File: src/coil_pkg.sv
// Shared constants, register map and state type of the coil drive and protection block
package coil_pkg;
	localparam int CLK_PERIOD_NS = 5;
	localparam longint CLK_HZ = 200_000_000;
	// Fault persistence before motor shutdown, in seconds
	localparam longint PERSIST_TIME_S = 15;
	localparam logic [31:0] PERSIST_CYCLES = 32'(PERSIST_TIME_S * CLK_HZ);
	// Settle time after deceleration, in microseconds
	localparam int SETTLE_TIME_US = 10;
	localparam logic [31:0] SETTLE_CYCLES = 32'(SETTLE_TIME_US * 1000 / CLK_PERIOD_NS);
	// Data line spike rejection width, in nanoseconds, rounded up to whole cycles
	localparam int SPIKE_NS = 50;
	localparam logic [7:0] SPIKE_CYCLES = 8'((SPIKE_NS + CLK_PERIOD_NS - 1) / CLK_PERIOD_NS);
	localparam int PWM_BITS = 8;
	// Register byte offsets
	localparam logic [11:0] ADDR_CURRENT = 12'h000;
	localparam logic [11:0] ADDR_STATUS = 12'h004;
	localparam logic [11:0] ADDR_TARGET = 12'h008;
	localparam logic [11:0] ADDR_PERIOD = 12'h00c;
	localparam logic [11:0] ADDR_NODE = 12'h010;
	localparam logic [11:0] ADDR_ACTPOS = 12'h014;
	// Reset values
	localparam logic [7:0] RST_RUN = 8'h80;
	localparam logic [7:0] RST_HOLD = 8'h20;
	localparam logic [31:0] RST_PERIOD = 32'h0001_0000;
	localparam logic [6:0] RST_NODE = 7'h60;
	// Current register fields
	localparam int CUR_RUN_LSB = 0;
	localparam int CUR_HOLD_LSB = 8;
	// Status register bit positions
	localparam int ST_CPFAIL = 0;
	localparam int ST_STEPLOSS = 1;
	localparam int ST_ELDEF = 2;
	localparam int ST_TSD = 3;
	localparam int ST_UV2 = 4;
	localparam int ST_HS = 5;
	localparam int ST_SHUTDOWN = 6;
	localparam int ST_OPEN = 7;
	localparam int ST_TW = 8;
	localparam int ST_STATE_LSB = 12;
	typedef enum logic [1:0] {st_hold, st_run, st_settle, st_down} drive_state_type;
endpackage : coil_pkg

File: src/stepper_coil_drive_protection.sv
// Coil current sequencing, fault protection and motor shutdown with an APB register file
`timescale 1ns/1ps
module stepper_coil_drive_protection #(
	parameter logic [31:0] PERSIST_CYCLES = coil_pkg::PERSIST_CYCLES,
	parameter logic [31:0] SETTLE_CYCLES = coil_pkg::SETTLE_CYCLES,
	parameter int POS_BITS = 16
) (
	input wire logic mclk,
	input wire logic rst,
	input wire logic psel,
	input wire logic penable,
	input wire logic pwrite,
	input wire logic [11:0] paddr,
	input wire logic [31:0] pwdata,
	output logic [31:0] prdata,
	output logic pready,
	output logic pslverr,
	input wire logic temp_over,
	input wire logic temp_warn,
	input wire logic vbb_low_uv2,
	input wire logic cp_low,
	input wire logic vdrop_x,
	input wire logic vdrop_y,
	input wire logic [7:0] sense_x,
	input wire logic [7:0] sense_y,
	input wire logic motion_start,
	input wire logic motion_busy,
	input wire logic decel_done,
	input wire logic [7:0] step_sin,
	input wire logic [7:0] step_cos,
	input wire logic [7:0] tag_sin,
	input wire logic [7:0] tag_cos,
	input wire logic [POS_BITS-1:0] act_pos,
	input wire logic autarkic,
	input wire logic sda_in,
	output logic sda_clean,
	output logic pwm_x,
	output logic pwm_y,
	output logic bridge_on_x,
	output logic bridge_on_y,
	output logic abrupt_halt_cmd,
	output logic move_req,
	output logic [POS_BITS-1:0] tag_pos,
	output logic [6:0] node_addr
);
	coil_pkg::drive_state_type state_q;
	coil_pkg::drive_state_type state_d;
	logic [7:0] run_q;
	logic [7:0] hold_q;
	logic [31:0] period_q;
	logic [6:0] node_q;
	logic [POS_BITS-1:0] tag_q;
	logic [POS_BITS-1:0] tag_d;
	logic [7:0] ref_x_q;
	logic [7:0] ref_y_q;
	logic [7:0] ref_x_d;
	logic [7:0] ref_y_d;
	logic [31:0] settle_cnt_q;
	logic [31:0] open_cnt_q;
	logic cp_fail_q, step_loss_q, eldef_q, tsd_q, uv2_q, hs_q, open_q;
	logic cp_fail_d, step_loss_d, eldef_d, tsd_d, uv2_d, hs_d, open_d;
	logic off_x_q, off_y_q;
	logic cp_low_q;
	logic pending_q;
	logic move_req_q;
	logic halt_q;
	logic bridge_x_q, bridge_y_q;
	logic [31:0] prdata_q;
	logic pready_q;
	logic pslverr_q;
	logic [7:0] spike_cnt_q;
	logic sda_q;
	logic uv2_long, cp_long;
	logic full_x, full_y;

	// Bus decode
	wire access = psel && penable && pready_q;
	wire wr = access && pwrite;
	wire rd = access && !pwrite;
	wire hit_cur = (paddr == coil_pkg::ADDR_CURRENT);
	wire hit_st = (paddr == coil_pkg::ADDR_STATUS);
	wire hit_tag = (paddr == coil_pkg::ADDR_TARGET);
	wire hit_per = (paddr == coil_pkg::ADDR_PERIOD);
	wire hit_node = (paddr == coil_pkg::ADDR_NODE);
	wire hit_act = (paddr == coil_pkg::ADDR_ACTPOS);
	wire mapped = hit_cur || hit_st || hit_tag || hit_per || hit_node || hit_act;
	// Reading the status word is the full status command
	wire full_status_read_cmd = rd && hit_st;
	wire move_to_cmd = wr && hit_tag;
	wire down = (state_q == coil_pkg::st_down);

	// Fault detection
	wire cp_rise = cp_low && !cp_low_q;
	wire any_vdrop = vdrop_x || vdrop_y;
	wire open_now = (full_x || full_y) && (state_q != coil_pkg::st_down);
	wire open_hit = open_now && (open_cnt_q >= period_q);
	wire clr_ok = full_status_read_cmd;

	// Hardware set wins over a clear in the same cycle
	assign cp_fail_d = cp_low || (cp_fail_q && !(clr_ok && !cp_low));
	assign step_loss_d = (cp_rise && motion_busy) || (step_loss_q && !clr_ok);
	assign hs_d = any_vdrop || (hs_q && !(clr_ok && !any_vdrop));
	assign open_d = open_hit || (open_q && !clr_ok);
	assign eldef_d = any_vdrop || open_hit || (eldef_q && !(clr_ok && !any_vdrop));
	assign tsd_d = temp_over || (tsd_q && !(clr_ok && !temp_over));
	assign uv2_d = vbb_low_uv2 || (uv2_q && !(clr_ok && !vbb_low_uv2));

	wire down_cause = tsd_q || uv2_long || cp_long || eldef_q;
	wire causes_gone = !temp_over && !uv2_long && !cp_long && !eldef_d;
	wire exit_ok = full_status_read_cmd && causes_gone && !tsd_d && !hs_d;

	// Drive state sequencing
	always_comb
	begin
		state_d = state_q;
		unique case (state_q)
			coil_pkg::st_hold:
				if (down_cause)
					state_d = coil_pkg::st_down;
				else if (motion_start)
					state_d = coil_pkg::st_run;
			coil_pkg::st_run:
				if (down_cause)
					state_d = coil_pkg::st_down;
				else if (decel_done)
					state_d = coil_pkg::st_settle;
			coil_pkg::st_settle:
				if (down_cause)
					state_d = coil_pkg::st_down;
				else if (settle_cnt_q >= SETTLE_CYCLES)
					state_d = coil_pkg::st_hold;
			coil_pkg::st_down:
				if (exit_ok)
					state_d = coil_pkg::st_hold;
		endcase
	end

	// Reference is level times ratio, top byte of the product
	wire [15:0] run_x = run_q * step_sin;
	wire [15:0] run_y = run_q * step_cos;
	wire [15:0] hold_x = hold_q * tag_sin;
	wire [15:0] hold_y = hold_q * tag_cos;
	// Settling freezes the last DC level so the coil ratio is kept
	assign ref_x_d = (state_d == coil_pkg::st_run) ? run_x[15:8] :
		(state_d == coil_pkg::st_settle) ? ref_x_q : hold_x[15:8];
	assign ref_y_d = (state_d == coil_pkg::st_run) ? run_y[15:8] :
		(state_d == coil_pkg::st_settle) ? ref_y_q : hold_y[15:8];

	wire enter_down = (state_d == coil_pkg::st_down) && !down;
	// Autarkic sequences keep their own target
	assign tag_d = (enter_down && !autarkic) ? act_pos :
		(move_to_cmd ? pwdata[POS_BITS-1:0] : tag_q);

	wire [31:0] status_word = {16'h0000, 2'b00, state_q, 3'b000, temp_warn, open_q,
		down, hs_q, uv2_q, tsd_q, eldef_q, step_loss_q, cp_fail_q};
	wire [31:0] rd_mux = hit_cur ? {16'h0000, hold_q, run_q} :
		hit_st ? status_word :
		hit_tag ? 32'(tag_q) :
		hit_per ? period_q :
		hit_node ? {25'h0000000, node_q} :
		hit_act ? 32'(act_pos) : 32'h0000_0000;

	always_ff @(posedge mclk)
	begin
		if (rst)
		begin
			state_q <= coil_pkg::st_hold;
			run_q <= coil_pkg::RST_RUN;
			hold_q <= coil_pkg::RST_HOLD;
			period_q <= coil_pkg::RST_PERIOD;
			node_q <= coil_pkg::RST_NODE;
			prdata_q <= 32'h0000_0000;
			pready_q <= 1'b0;
			pslverr_q <= 1'b0;
		end
		else
		begin
			state_q <= state_d;
			// No wait state: ready rises in the first access phase cycle
			pready_q <= psel && !penable;
			pslverr_q <= psel && !penable && !mapped;
			if (psel && !penable && !pwrite)
				prdata_q <= rd_mux;
			if (wr && hit_cur)
			begin
				run_q <= pwdata[coil_pkg::CUR_RUN_LSB +: 8];
				hold_q <= pwdata[coil_pkg::CUR_HOLD_LSB +: 8];
			end
			if (wr && hit_per)
				period_q <= pwdata;
			if (wr && hit_node)
				node_q <= pwdata[6:0];
		end
	end

	always_ff @(posedge mclk)
	begin
		if (rst)
		begin
			{cp_fail_q, step_loss_q, eldef_q, tsd_q, uv2_q, hs_q, open_q} <= 7'h00;
			cp_low_q <= 1'b0;
			halt_q <= 1'b0;
			off_x_q <= 1'b0;
			off_y_q <= 1'b0;
		end
		else
		begin
			{cp_fail_q, step_loss_q, eldef_q, tsd_q} <= {cp_fail_d, step_loss_d, eldef_d, tsd_d};
			{uv2_q, hs_q, open_q} <= {uv2_d, hs_d, open_d};
			cp_low_q <= cp_low;
			halt_q <= cp_rise;
			// A faulty bridge stays open until shutdown is left
			off_x_q <= vdrop_x || (off_x_q && !exit_ok);
			off_y_q <= vdrop_y || (off_y_q && !exit_ok);
		end
	end

	always_ff @(posedge mclk)
	begin
		if (rst)
		begin
			tag_q <= '0;
			ref_x_q <= 8'h00;
			ref_y_q <= 8'h00;
			settle_cnt_q <= 32'h0000_0000;
			open_cnt_q <= 32'h0000_0000;
			pending_q <= 1'b0;
			move_req_q <= 1'b0;
			bridge_x_q <= 1'b0;
			bridge_y_q <= 1'b0;
		end
		else
		begin
			tag_q <= tag_d;
			ref_x_q <= ref_x_d;
			ref_y_q <= ref_y_d;
			settle_cnt_q <= (state_q == coil_pkg::st_settle) ? settle_cnt_q + 1'b1 : 32'h0000_0000;
			open_cnt_q <= open_now ? open_cnt_q + 1'b1 : 32'h0000_0000;
			pending_q <= move_to_cmd || (pending_q && !motion_start);
			// Motion is held back while shut down
			move_req_q <= (move_to_cmd || (pending_q && !motion_start))
				&& (state_d == coil_pkg::st_hold);
			bridge_x_q <= (state_d != coil_pkg::st_down) && !vdrop_x && !off_x_q;
			bridge_y_q <= (state_d != coil_pkg::st_down) && !vdrop_y && !off_y_q;
		end
	end

	// Data line spike filter: a new level must hold for the full width
	always_ff @(posedge mclk)
	begin
		if (rst)
		begin
			spike_cnt_q <= 8'h00;
			sda_q <= 1'b1;
		end
		else if (sda_in == sda_q)
			spike_cnt_q <= 8'h00;
		else if (spike_cnt_q >= coil_pkg::SPIKE_CYCLES - 8'h01)
		begin
			sda_q <= sda_in;
			spike_cnt_q <= 8'h00;
		end
		else
			spike_cnt_q <= spike_cnt_q + 8'h01;
	end

	persist_timer #(.W(32)) uv2_timer (
		.mclk(mclk),
		.rst(rst),
		.cond(vbb_low_uv2),
		.limit(PERSIST_CYCLES),
		.expired(uv2_long)
	);

	persist_timer #(.W(32)) cp_timer (
		.mclk(mclk),
		.rst(rst),
		.cond(cp_low),
		.limit(PERSIST_CYCLES),
		.expired(cp_long)
	);

	pwm_loop #(.W(coil_pkg::PWM_BITS)) loop_x (
		.mclk(mclk),
		.rst(rst),
		.enable(bridge_x_q),
		.ref_level(ref_x_q),
		.sense(sense_x),
		.pwm(pwm_x),
		.full_scale(full_x)
	);

	pwm_loop #(.W(coil_pkg::PWM_BITS)) loop_y (
		.mclk(mclk),
		.rst(rst),
		.enable(bridge_y_q),
		.ref_level(ref_y_q),
		.sense(sense_y),
		.pwm(pwm_y),
		.full_scale(full_y)
	);

	assign prdata = prdata_q;
	assign pready = pready_q;
	assign pslverr = pslverr_q;
	assign sda_clean = sda_q;
	assign bridge_on_x = bridge_x_q;
	assign bridge_on_y = bridge_y_q;
	assign abrupt_halt_cmd = halt_q;
	assign move_req = move_req_q;
	assign tag_pos = tag_q;
	assign node_addr = node_q;
endmodule : stepper_coil_drive_protection

File: src/persist_timer.sv
// Counts how long a condition has held without a break and flags overrun of a limit
`timescale 1ns/1ps
module persist_timer #(
	parameter int W = 32
) (
	input wire logic mclk,
	input wire logic rst,
	input wire logic cond,
	input wire logic [W-1:0] limit,
	output logic expired
);
	logic [W-1:0] cnt_q;
	logic [W-1:0] cnt_d;
	logic expired_q;
	logic at_limit;

	assign at_limit = (cnt_q == limit);
	assign cnt_d = !cond ? '0 : (at_limit ? cnt_q : cnt_q + 1'b1);
	assign expired = expired_q;

	always_ff @(posedge mclk)
	begin
		if (rst)
		begin
			cnt_q <= '0;
			expired_q <= 1'b0;
		end
		else
		begin
			cnt_q <= cnt_d;
			// Strictly longer than the limit, and a single break restarts the count
			expired_q <= cond && at_limit;
		end
	end
endmodule : persist_timer

File: src/pwm_loop.sv
// Fixed frequency digital PWM current loop for one coil
`timescale 1ns/1ps
module pwm_loop #(
	parameter int W = 8
) (
	input wire logic mclk,
	input wire logic rst,
	input wire logic enable,
	input wire logic [W-1:0] ref_level,
	input wire logic [W-1:0] sense,
	output logic pwm,
	output logic full_scale
);
	logic [W-1:0] cnt_q;
	logic [W-1:0] duty_q;
	logic [W-1:0] duty_d;
	logic pwm_q;
	logic period_end;
	logic go_up;
	logic go_down;

	assign period_end = &cnt_q;
	assign go_up = (sense < ref_level) && !(&duty_q);
	assign go_down = (sense > ref_level) && (duty_q != '0);
	// Duty is corrected once per PWM period, one step at a time
	assign duty_d = !enable ? '0 : (!period_end ? duty_q :
		(go_up ? duty_q + 1'b1 : (go_down ? duty_q - 1'b1 : duty_q)));
	assign pwm = pwm_q;
	assign full_scale = &duty_q;

	always_ff @(posedge mclk)
	begin
		if (rst)
		begin
			cnt_q <= '0;
			duty_q <= '0;
			pwm_q <= 1'b0;
		end
		else
		begin
			cnt_q <= cnt_q + 1'b1;
			duty_q <= duty_d;
			pwm_q <= enable && ((cnt_q < duty_q) || (&duty_q));
		end
	end
endmodule : pwm_loop

File: config.mk
export PLATFORM = sky130hd
export DESIGN_NAME = stepper_coil_drive_protection
export DESIGN_NICKNAME = d
export VERILOG_FILES = /design/src/coil_pkg.sv /design/src/stepper_coil_drive_protection.sv /design/src/persist_timer.sv /design/src/pwm_loop.sv
export SDC_FILE = /design/constraint.sdc
export NUM_CORES = 1
export LEC_CHECK = 0
export ABC_AREA = 1
export BUFFER_PORTS_ARGS = -buffer_cell sky130_fd_sc_hd__buf_2
export CORE_ASPECT_RATIO = 0.7
export CORE_MARGIN = 2
export CORE_UTILIZATION = 35
export DETAILED_ROUTE_END_ITERATION = 7
export GPL_TIMING_DRIVEN = 0
export SKIP_LAST_GASP = 1
export SYNTH_ARGS = -nofsm -noshare
export SYNTH_HDL_FRONTEND = slang
export SYNTH_SLANG_ARGS = --single-unit
File: constraint.sdc
create_clock -name mclk -period 13.65 [get_ports mclk]
set_input_delay 0.6825 -clock mclk [delete_from_list [all_inputs] [get_ports mclk]]
set_output_delay 0.6825 -clock mclk [all_outputs]
set_load 0.05 [all_outputs]
# After elaboration in Yosys (flattened, before gate mapping)

Index checks and enable logic that the tools add are counted.

$add $sub $neg: 11
Multiply operators: 4
Divide/modulo/power cells: 0
Magnitude comparators: 9
Eq/ne operators: 17
Shift-type cells: 0
Multiplexer cells: 24
Bitwise gates (word level): 7
Reductions and logical operators: 122

Operator list:

| operator                | count |
|---|---|
| $add A32 B1 Y32 const B | 4 |
| $mux W32                | 4 |
| $eq A32 B32 Y1 const B  | 2 |
| $mul A8 B8 Y16          | 4 |
| $mux W16                | 4 |
| $mux W8                 | 8 |
| $logic_and A1 B1 Y1     | 51 |
| $add A8 B1 Y8 const B   | 5 |
| $ge A32 B11 Y1 const B  | 1 |
| $ge A32 B32 Y1          | 1 |
| $lt A8 B8 Y1            | 4 |
| $logic_not A1 Y1        | 28 |
| $eq A12 B4 Y1 const B   | 2 |
| $eq A12 B5 Y1 const B   | 2 |
| $logic_or A1 B1 Y1      | 23 |
| $reduce_and A9 Y1       | 2 |
| $gt A8 B8 Y1            | 2 |
| $reduce_and A8 Y1       | 2 |
| $reduce_bool A8 Y1      | 2 |
| $sub A8 B1 Y8 const B   | 2 |
| $mux W2                 | 7 |
| $eq A12 B3 Y1 const B   | 1 |
| $logic_not A12 Y1       | 1 |
| $reduce_or A2 Y1        | 6 |
| 11 further kinds        | 26 |

Register bits after elaboration: 311
Latch bits: 0
Memory bits (writable): 0
ROM bits: 0
Bits of input ports: 124
Word-level logic and storage cells: 234
Memories: 0

# Depth between registers and ports, before layout

Gate-level depths: netlist (run 1).

Word-level depth: 19
Depth in mapped cells: 28

# By module

From an unflattened synthesis (run 1), not the netlist that was laid out.

Cells, all modules: 4167
Area total of the unflattened synthesis: 27426.3 um^2

Modules (own cells, without submodules):

| module                        | instances | cells an instance | area an instance (um^2) | seq. area each (um^2) |
|---|---|---|---|---|
| stepper_coil_drive_protection | 1         | 2595              | 18445.2                 | 4224.1 |
| persist_timer                 | 2         | 590               | 3098.0                  | 660.6 |
| pwm_loop                      | 2         | 196               | 1392.6                  | 340.3 |

# Worst setup path after synthesis (run 1)

OpenSTA, ideal clock, no wires.

Path kind: input to register
Start: in step_cos[7]
End: reg ref_y_q[2]
Setup time: 117 ps
Arrival time: 4497 ps
Setup slack: 9036 ps
Stages: 18
Buffers on the path: 1
Path through: clkbuf_1 > nand2_1 > fa_1 > fa_1 > inv_1 > fa_1 > fa_1 > ha_1 > a21oi_1 > o21ai_0 > o21bai_1 > nand2_1 > nand2_1 > a21oi_1 > xor2_1 > o21ai_0 > nor2_1 > nor2_1

Word-level cells in the longest chain between the ends: 2

Ends and longest elaborated chain:

| what                 | line                                 | RTL |
|---|---|---|
| from (decl)          | stepper_coil_drive_protection.sv:30  | `input wire logic [7:0] step_cos,` |
| $mul A8 B8 Y16       | stepper_coil_drive_protection.sv:140 | `wire [15:0] run_y = run_q * step_cos;` |
| $mux W8              | stepper_coil_drive_protection.sv:146 | `assign ref_y_d = (state_d == coil_pkg::st_run) ? run_y[15:8] :` |
| to (signal assigned) | stepper_coil_drive_protection.sv:236 | `ref_y_q <= ref_y_d;` |
| to (decl)            | stepper_coil_drive_protection.sv:55  | `logic [7:0] ref_y_q;` |

No other way between the ends.
A chain may end at the register's enable or synchronous reset.

# Final worst setup path (run 1)

Start: reg run_q[4]
End: reg ref_y_q[2]

Word-level cells in the longest chain between the ends: 2

Ends and longest elaborated chain:

| what                   | line                                 | RTL |
|---|---|---|
| from (decl)            | stepper_coil_drive_protection.sv:48  | `logic [7:0] run_q;` |
| from (signal assigned) | stepper_coil_drive_protection.sv:168 | `run_q <= coil_pkg::RST_RUN;` |
| from (signal assigned) | stepper_coil_drive_protection.sv:186 | `run_q <= pwdata[coil_pkg::CUR_RUN_LSB +: 8];` |
| $mul A8 B8 Y16         | stepper_coil_drive_protection.sv:140 |  |
| $mux W8                | stepper_coil_drive_protection.sv:146 |  |

No other way between the ends.

==> out/results.txt, run 1 <==
Number of DRC markers in iteration 0 - 1525
CTS-repair resized insts - 0
Ys Warns - 0
P_leak - 0.0127 uW
Period utilization - 0.409
Startpoint type of the worst setup path - flop
Synth top area cells - dfxtp_1, fa_1, ha_1
Final setup violation count - 0
Top cell type's share of synthesized area - 0.263
Die ar. - 69700 um2
I/O pin total - 188
Area Overhead vs Synth - 12.2%
Mapped Area - 23700 um2
Clk slew on worst S/H paths - 0.07 ns
WL per Instance - 14.9 um
Clock tree sinks - 311
IO buf count - 158
Cell count after synthesis - 3284
Count leader, synth - inv_1
Avg Cell Area, Syn - 7.20 um2
Internal - 1460 uW
Slew Viols, Final - 0
Hold WC Path Type - primary input to flop
Fillcell total - 7027
Max incr delay on CP - 0.56 ns
DP Area - 25600 um2
Pwr Density - 75.8 nW/um2
Die width - 315 um
Setup TNS - 0 ns
Maximum VDD drop - 0.115 mV
Post-DP HPWL - 53200 um
Largest net degree at the start of global routing - 15
RSZ-0062 raised after global routing - false
Via count - 21100
Sw frac - 0.273
CTS root buf - clkbuf_16
Async SR Flop Fraction - 0
DRC viols - 0
Crit Path Class - flop to flop
Seq pwr share - 0.465
Worst Path Arrival - 6.05 ns
GR peak layer - met1
Gr ovfl total - 0
Number of global-route vias before repair - 20200
EDFF count, synth - 0
CTS Buf Count - 30
CP delay by family, top - adder cells
Comb power frac - 0.118
ANT nets after route - 0
Crit-path most repeated cell - fa_1
Share of layout cells above drive strength 1 - 0.0780
Worst-path cell chain - clkbuf_1 -> clkbuf_1 -> nand2_1 -> fa_1 -> fa_1 -> inv_1 -> fa_1 -> fa_1 -> ha_1 -> a21oi_1 -> o21ai_0 -> o21bai_1 -> nand2_1 -> nand2_1 -> a21oi_1 -> xor2_1 -> o21ai_0 -> nor2_1 -> nor2_1
Status - complete, no violations
Top_reg_cell synth - dfxtp_1
Longest Clk Path Bufs - 3
Dominant cell type by area after synthesis - dfxtp_1
Fin crit period - 5.58 ns
Routability congestion estimate - 0.895
Worst skew pair latency - 0.58 ns
Final hold vios - 0
Nets@finish - 3961
CTS tree - done
Initial core utilization - 0.355
Met3 Use GR - 0.0313
Yosys reg bits - 311
CP max-delay cell - clkbuf_1
Slew at the pin closest to its max-slew limit - 1.17 ns
Crit-path max FO - 10
Routed wire length - 65500 um
Via density per instance - 4.80
Design area - 26500 um2
Total global-route track usage - 0.187
Fmax - 0.179 GHz
CP Data Required Time - 14.12 ns
Cts hold-fix bufs - 0
Sequential area share after synthesis - 0.263
Count of cell types in the netlist - 55
Initial antenna violation count - 10
Commonest cells in the netlist - inv_1, nand2_1, dfxtp_1, a21oi_1, nor2_1
CTS H-tree lvls - 1
First-pass DRT Iterations - 5
Core Area - 66600 um2
CP endpoint kind - flop
Row cnt - 79
Worst Skew - 0.0199 ns
Clock share of power - 0.417
CP Buf/Inv Count - 3
M2 GR Usage - 0.278
Switching pwr - 550 uW
Die Y - 221 um
Post-CTS Repair Setup Buffers - 0
GR Util met1 - 0.287
Max-slew headroom - 0.217
First-pass GRT wire length - 107000 um
Max cap viols - 0
## power by group through the flow
stage	Combinational, uW	Sequential (uW)	Clock [uW]
5_1_grt	265	938	898
4_1_cts	236	936	855
2_1_floorplan	137	975	0
3_5_place_dp	235	957	0
6_report	237	936	839
3_3_place_gp	233	957	0
## final timing paths
kind | startpoint | end | slack (ns) | cells past startpoint
max | run_q[4] | ref_y_q[2] | 8.07 | 19
min | pwdata[16] | period_q[16] | 0.33 | 3
max reg2reg | run_q[4] | ref_y_q[2] | 8.07 | 19
min reg2reg | cp_low_q | abrupt_halt_cmd | 0.42 | 1
## layout by cell type (no fill, tap or decap), types with 6 or more instances in the layout
cell,instances
nor2_2,12
buf_2,164
clkbuf_2,6
a31oi_1,36
clkbuf_1,99
o21ai_0,183
o221ai_1,17
nand4_1,36
o22ai_1,10
nor4_1,35
fa_1,142
o21a_1,18
or2_2,6
nor3_1,54
inv_1,654
a211oi_1,10
nor3b_1,7
ha_1,218
nand3_1,102
nand4_2,7
xnor2_1,17
xor2_1,33
clkbuf_16,31
o21ai_1,8
a21o_1,8
nor2_1,245
a21oi_1,277
nand2_1,635
o21bai_1,8
clkinv_2,6
dfxtp_1,311
buf_1,17
o211ai_1,16
nor3_2,6
## cells by family after synthesis
kind of cell,count (synthesis),synth area share
XOR/XNOR,50,0.0185
AND/OR/NAND/NOR,1177,0.216
flip-flops,311,0.263
other,1,0.000159
AO/OA/AOI/OAI,601,0.141
adder cells (fa/ha/maj),360,0.236
buffers and inverters,784,0.126
## per-layer routing
metal / vias up / wire length (um)
met5: - / 59
met4: 10 / 906
met3: 63 / 4060
met2: 492 / 26400
met1: 9684 / 34100
li1: 10800 / -
## worst register-to-register path, cell delays in order (launching register included)
cell,delay (ns)
dfxtp_1,0.31
clkbuf_1,0.53
clkbuf_1,0.56
nand2_1,0.16
fa_1,0.51
fa_1,0.49
inv_1,0.06
fa_1,0.50
fa_1,0.49
ha_1,0.36
a21oi_1,0.20
o21ai_0,0.14
o21bai_1,0.20
nand2_1,0.07
nand2_1,0.10
a21oi_1,0.17
xor2_1,0.33
o21ai_0,0.14
nor2_1,0.11
nor2_1,0.05
## state kept, by name, summed over array words and instances (netlist names), 16 cells and up
name	count
uv2_timer.cnt_q	32
settle_cnt_q	32
period_q	32
prdata	32
cp_timer.cnt_q	32
open_cnt_q	32
tag_pos	16
## area by class of cell
cell class | count | area, um2 | area share
Inverter | 660 | 2480 | 0.0933
Tap cell | 891 | 1110 | 0.0420
Clock buffer | 43 | 871 | 0.0328
Antenna cell | 5 | 12.5 | 0.000471
Clock inverter | 11 | 95.1 | 0.00358
Sequential cell | 311 | 6230 | 0.235
Timing Repair Buffer | 158 | 791 | 0.0298
Multi-Input combinational cell | 2192 | 14500 | 0.545
Buffer | 124 | 495 | 0.0187
## per-stage QoR
stage / std cells / power [uW] / hold slack, ns / utilization / setup slack (ns)
2_1_floorplan: 3287 / 1110 / 0.379 / - / 9.04
3_3_place_gp: 4336 / 1190 / 0.421 / 0.384 / 8.14
3_5_place_dp: 4336 / 1190 / 0.420 / 0.384 / 8.09
4_1_cts: 4390 / 2030 / 0.317 / 0.398 / 8.05
5_1_grt: 4394 / 2100 / 0.333 / 0.398 / 7.69
6_report: 4395 / 2010 / 0.333 / 0.398 / 8.07
No activity file was read; power rests on OpenSTA's default activity.
==> run 2: changes to the inputs <==
clock period = 4.5 ns   (was 13.65 ns; I/O delays follow)
==> run 2 against run 1 <==
Count of clock-buffer cells in the layout decreased by 6; non-clock buffer count increased by 51; largest power group unchanged; clock skew increased by 0.0057 ns.
==> out/results.txt, run 2 (same netlist as run 1, synthesis figures left out) <==
Startpoint type of the worst setup path - flop
Nets@finish - 4011
Slew at the pin closest to its max-slew limit - 1.06 ns
P_leak - 0.0131 uW
WL per Instance - 15.6 um
Clock tree sinks - 311
CTS tree - done
Status - complete, no violations
Fin crit period - 4.32 ns
CP endpoint kind - flop
Max incr delay on CP - 0.54 ns
Design area - 27700 um2
Via density per instance - 4.87
CTS H-tree lvls - 1
Worst skew pair latency - 0.59 ns
Share of layout cells above drive strength 1 - 0.110
I/O pin total - 188
RSZ-0062 raised after global routing - true
Most common cell after layout, fill and taps aside - inv_1
DP Area - 25600 um2
Clk slew on worst S/H paths - 0.07 ns
Pre-CTS WS - -1.07 ns
Maximum VDD drop - 0.305 mV
Most frequent cells in the layout - inv_1, nand2_1, dfxtp_1, a21oi_1, nor2_1
Pwr Density - 220 nW/um2
Final setup violation count - 0
Crit Path Class - flop to flop
Routed wire length - 69100 um
Period utilization - 0.960
DRC viols - 0
Core Area - 66600 um2
Die Y - 221 um
Number of DRC markers in iteration 0 - 1328
Fin worst setup slack - 0.182 ns
Initial core utilization - 0.355
Final hold vios - 0
Area Overhead vs Synth - 17.0%
Hold WC Path Type - primary input to flop
Initial antenna violation count - 8
Fillcell total - 6925
First-pass GRT wire length - 110000 um
Worst-path cell chain - buf_4 -> nand2_1 -> inv_1 -> fa_2 -> fa_1 -> inv_1 -> fa_1 -> fa_1 -> inv_1 -> ha_1 -> a21oi_1 -> nand2_1 -> a21oi_1 -> xor2_1 -> o21ai_0 -> nor2_1 -> nor2_1
Max cap viols - 0
CTS root buf - clkbuf_16
CP delay by family, top - adder cells
Slew Viols, Final - 0
Worst Path Arrival - 4.77 ns
Max-slew headroom - 0.294
ANT nets after route - 0
Gr ovfl total - 0
Via count - 21600
Fmax - 0.232 GHz
CP Data Required Time - 4.96 ns
Post-DP HPWL - 52900 um
Routability congestion estimate - 0.909
Longest Clk Path Bufs - 3
Die ar. - 69700 um2
Worst Skew - 0.0256 ns
Crit-path max FO - 8
IO buf count - 158
CP Buf/Inv Count - 4
Row cnt - 79
Die width - 315 um
Largest net degree at the start of global routing - 19
CP max-delay cell - fa_1
Number of global-route vias before repair - 20500
CTS Buf Count - 29
First-pass DRT Iterations - 5
Total global-route track usage - 0.195
## run 2: cell types whose count changed in the layout (fill, tap and decap cells not counted), sizes merged
cell         before  now
buf             184  215
clkinvlp          2    1
dlygate4sd3       0   40
diode             5    2
clkinv            7    9
clkbuf          141  115
## run 2: power breakdown
part	total [uW]	leakage [uW]	internal [uW]	switching, uW
logic	761	0.0101	257	504
registers	2830	0.00253	2800	35.7
clock network	2490	0.000463	1340	1150
total	6080	0.0131	4390	1690
## run 2: what timing repair did
| item | 4_1_cts | 5_1_grt |
|---|---|---|
| setup endpoints to repair | 16 | 14 |
| pin swaps | 7 | 39 |
| hold buffers | 40 | 0 |
| endpoints found under the hold margin | 65 | 0 |
| buffers inserted | 19 | 7 |
| cloned | 0 | 3 |
| resized for setup | 82 | 76 |
## run 2: final cells by class
class / count / area, um2 / share of cell area
diodes: 2 / 5.00 / 0.000181
plain buffers: 106 / 573 / 0.0207
clock buffers: 37 / 816 / 0.0295
clock inverters: 12 / 110 / 0.00398
inverters: 660 / 2480 / 0.0895
multi-input cells: 2192 / 14800 / 0.535
flip-flops and latches: 311 / 6290 / 0.227
well taps: 891 / 1110 / 0.0403
repair buffers: 227 / 1470 / 0.0531
## run 2: final timing paths
| check | endpoint | slack, ns | start | depth (start not counted) |
|---|---|---|---|---|
| setup / recovery | ref_x_q[0] | 0.18 | run_q[1] | 17 |
| hold / removal | period_q[21] | 0.03 | pwdata[21] | 3 |
| setup reg to reg | ref_x_q[0] | 0.18 | run_q[1] | 17 |
| hold reg to reg | abrupt_halt_cmd | 0.43 | cp_low_q | 1 |
## run 2: stage by stage
stage,power (uW),utilization,instances,hold WS (ns),TNS [ns]
after floorplan,3370,-,3287,0.347,0
after global placement,3610,0.384,4336,0.424,-15.17
after detailed placement,3610,0.384,4336,0.427,-14.50
after CTS,6110,0.409,4427,0.00490,-0.00793
after global routing,6340,0.415,4436,0.0623,-0.102
final,6080,0.415,4438,0.0293,0
## run 2: worst min-delay path, stage by stage
cell	delay [ns]
buf_2	0.09
o21ai_0	0.13
a21oi_1	0.13
## run 2: layer usage
layer | routed length (um) | part of all wire | vias up | track usage
li1 | - | - | 11000 | -
met4 | 2210 | 0.032 | 12 | 0.0538
met5 | 86 | 0.0012 | - | 0
met2 | 28100 | 0.41 | 532 | 0.286
met1 | 34200 | 0.50 | 10000 | 0.292
met3 | 4500 | 0.065 | 101 | 0.0331
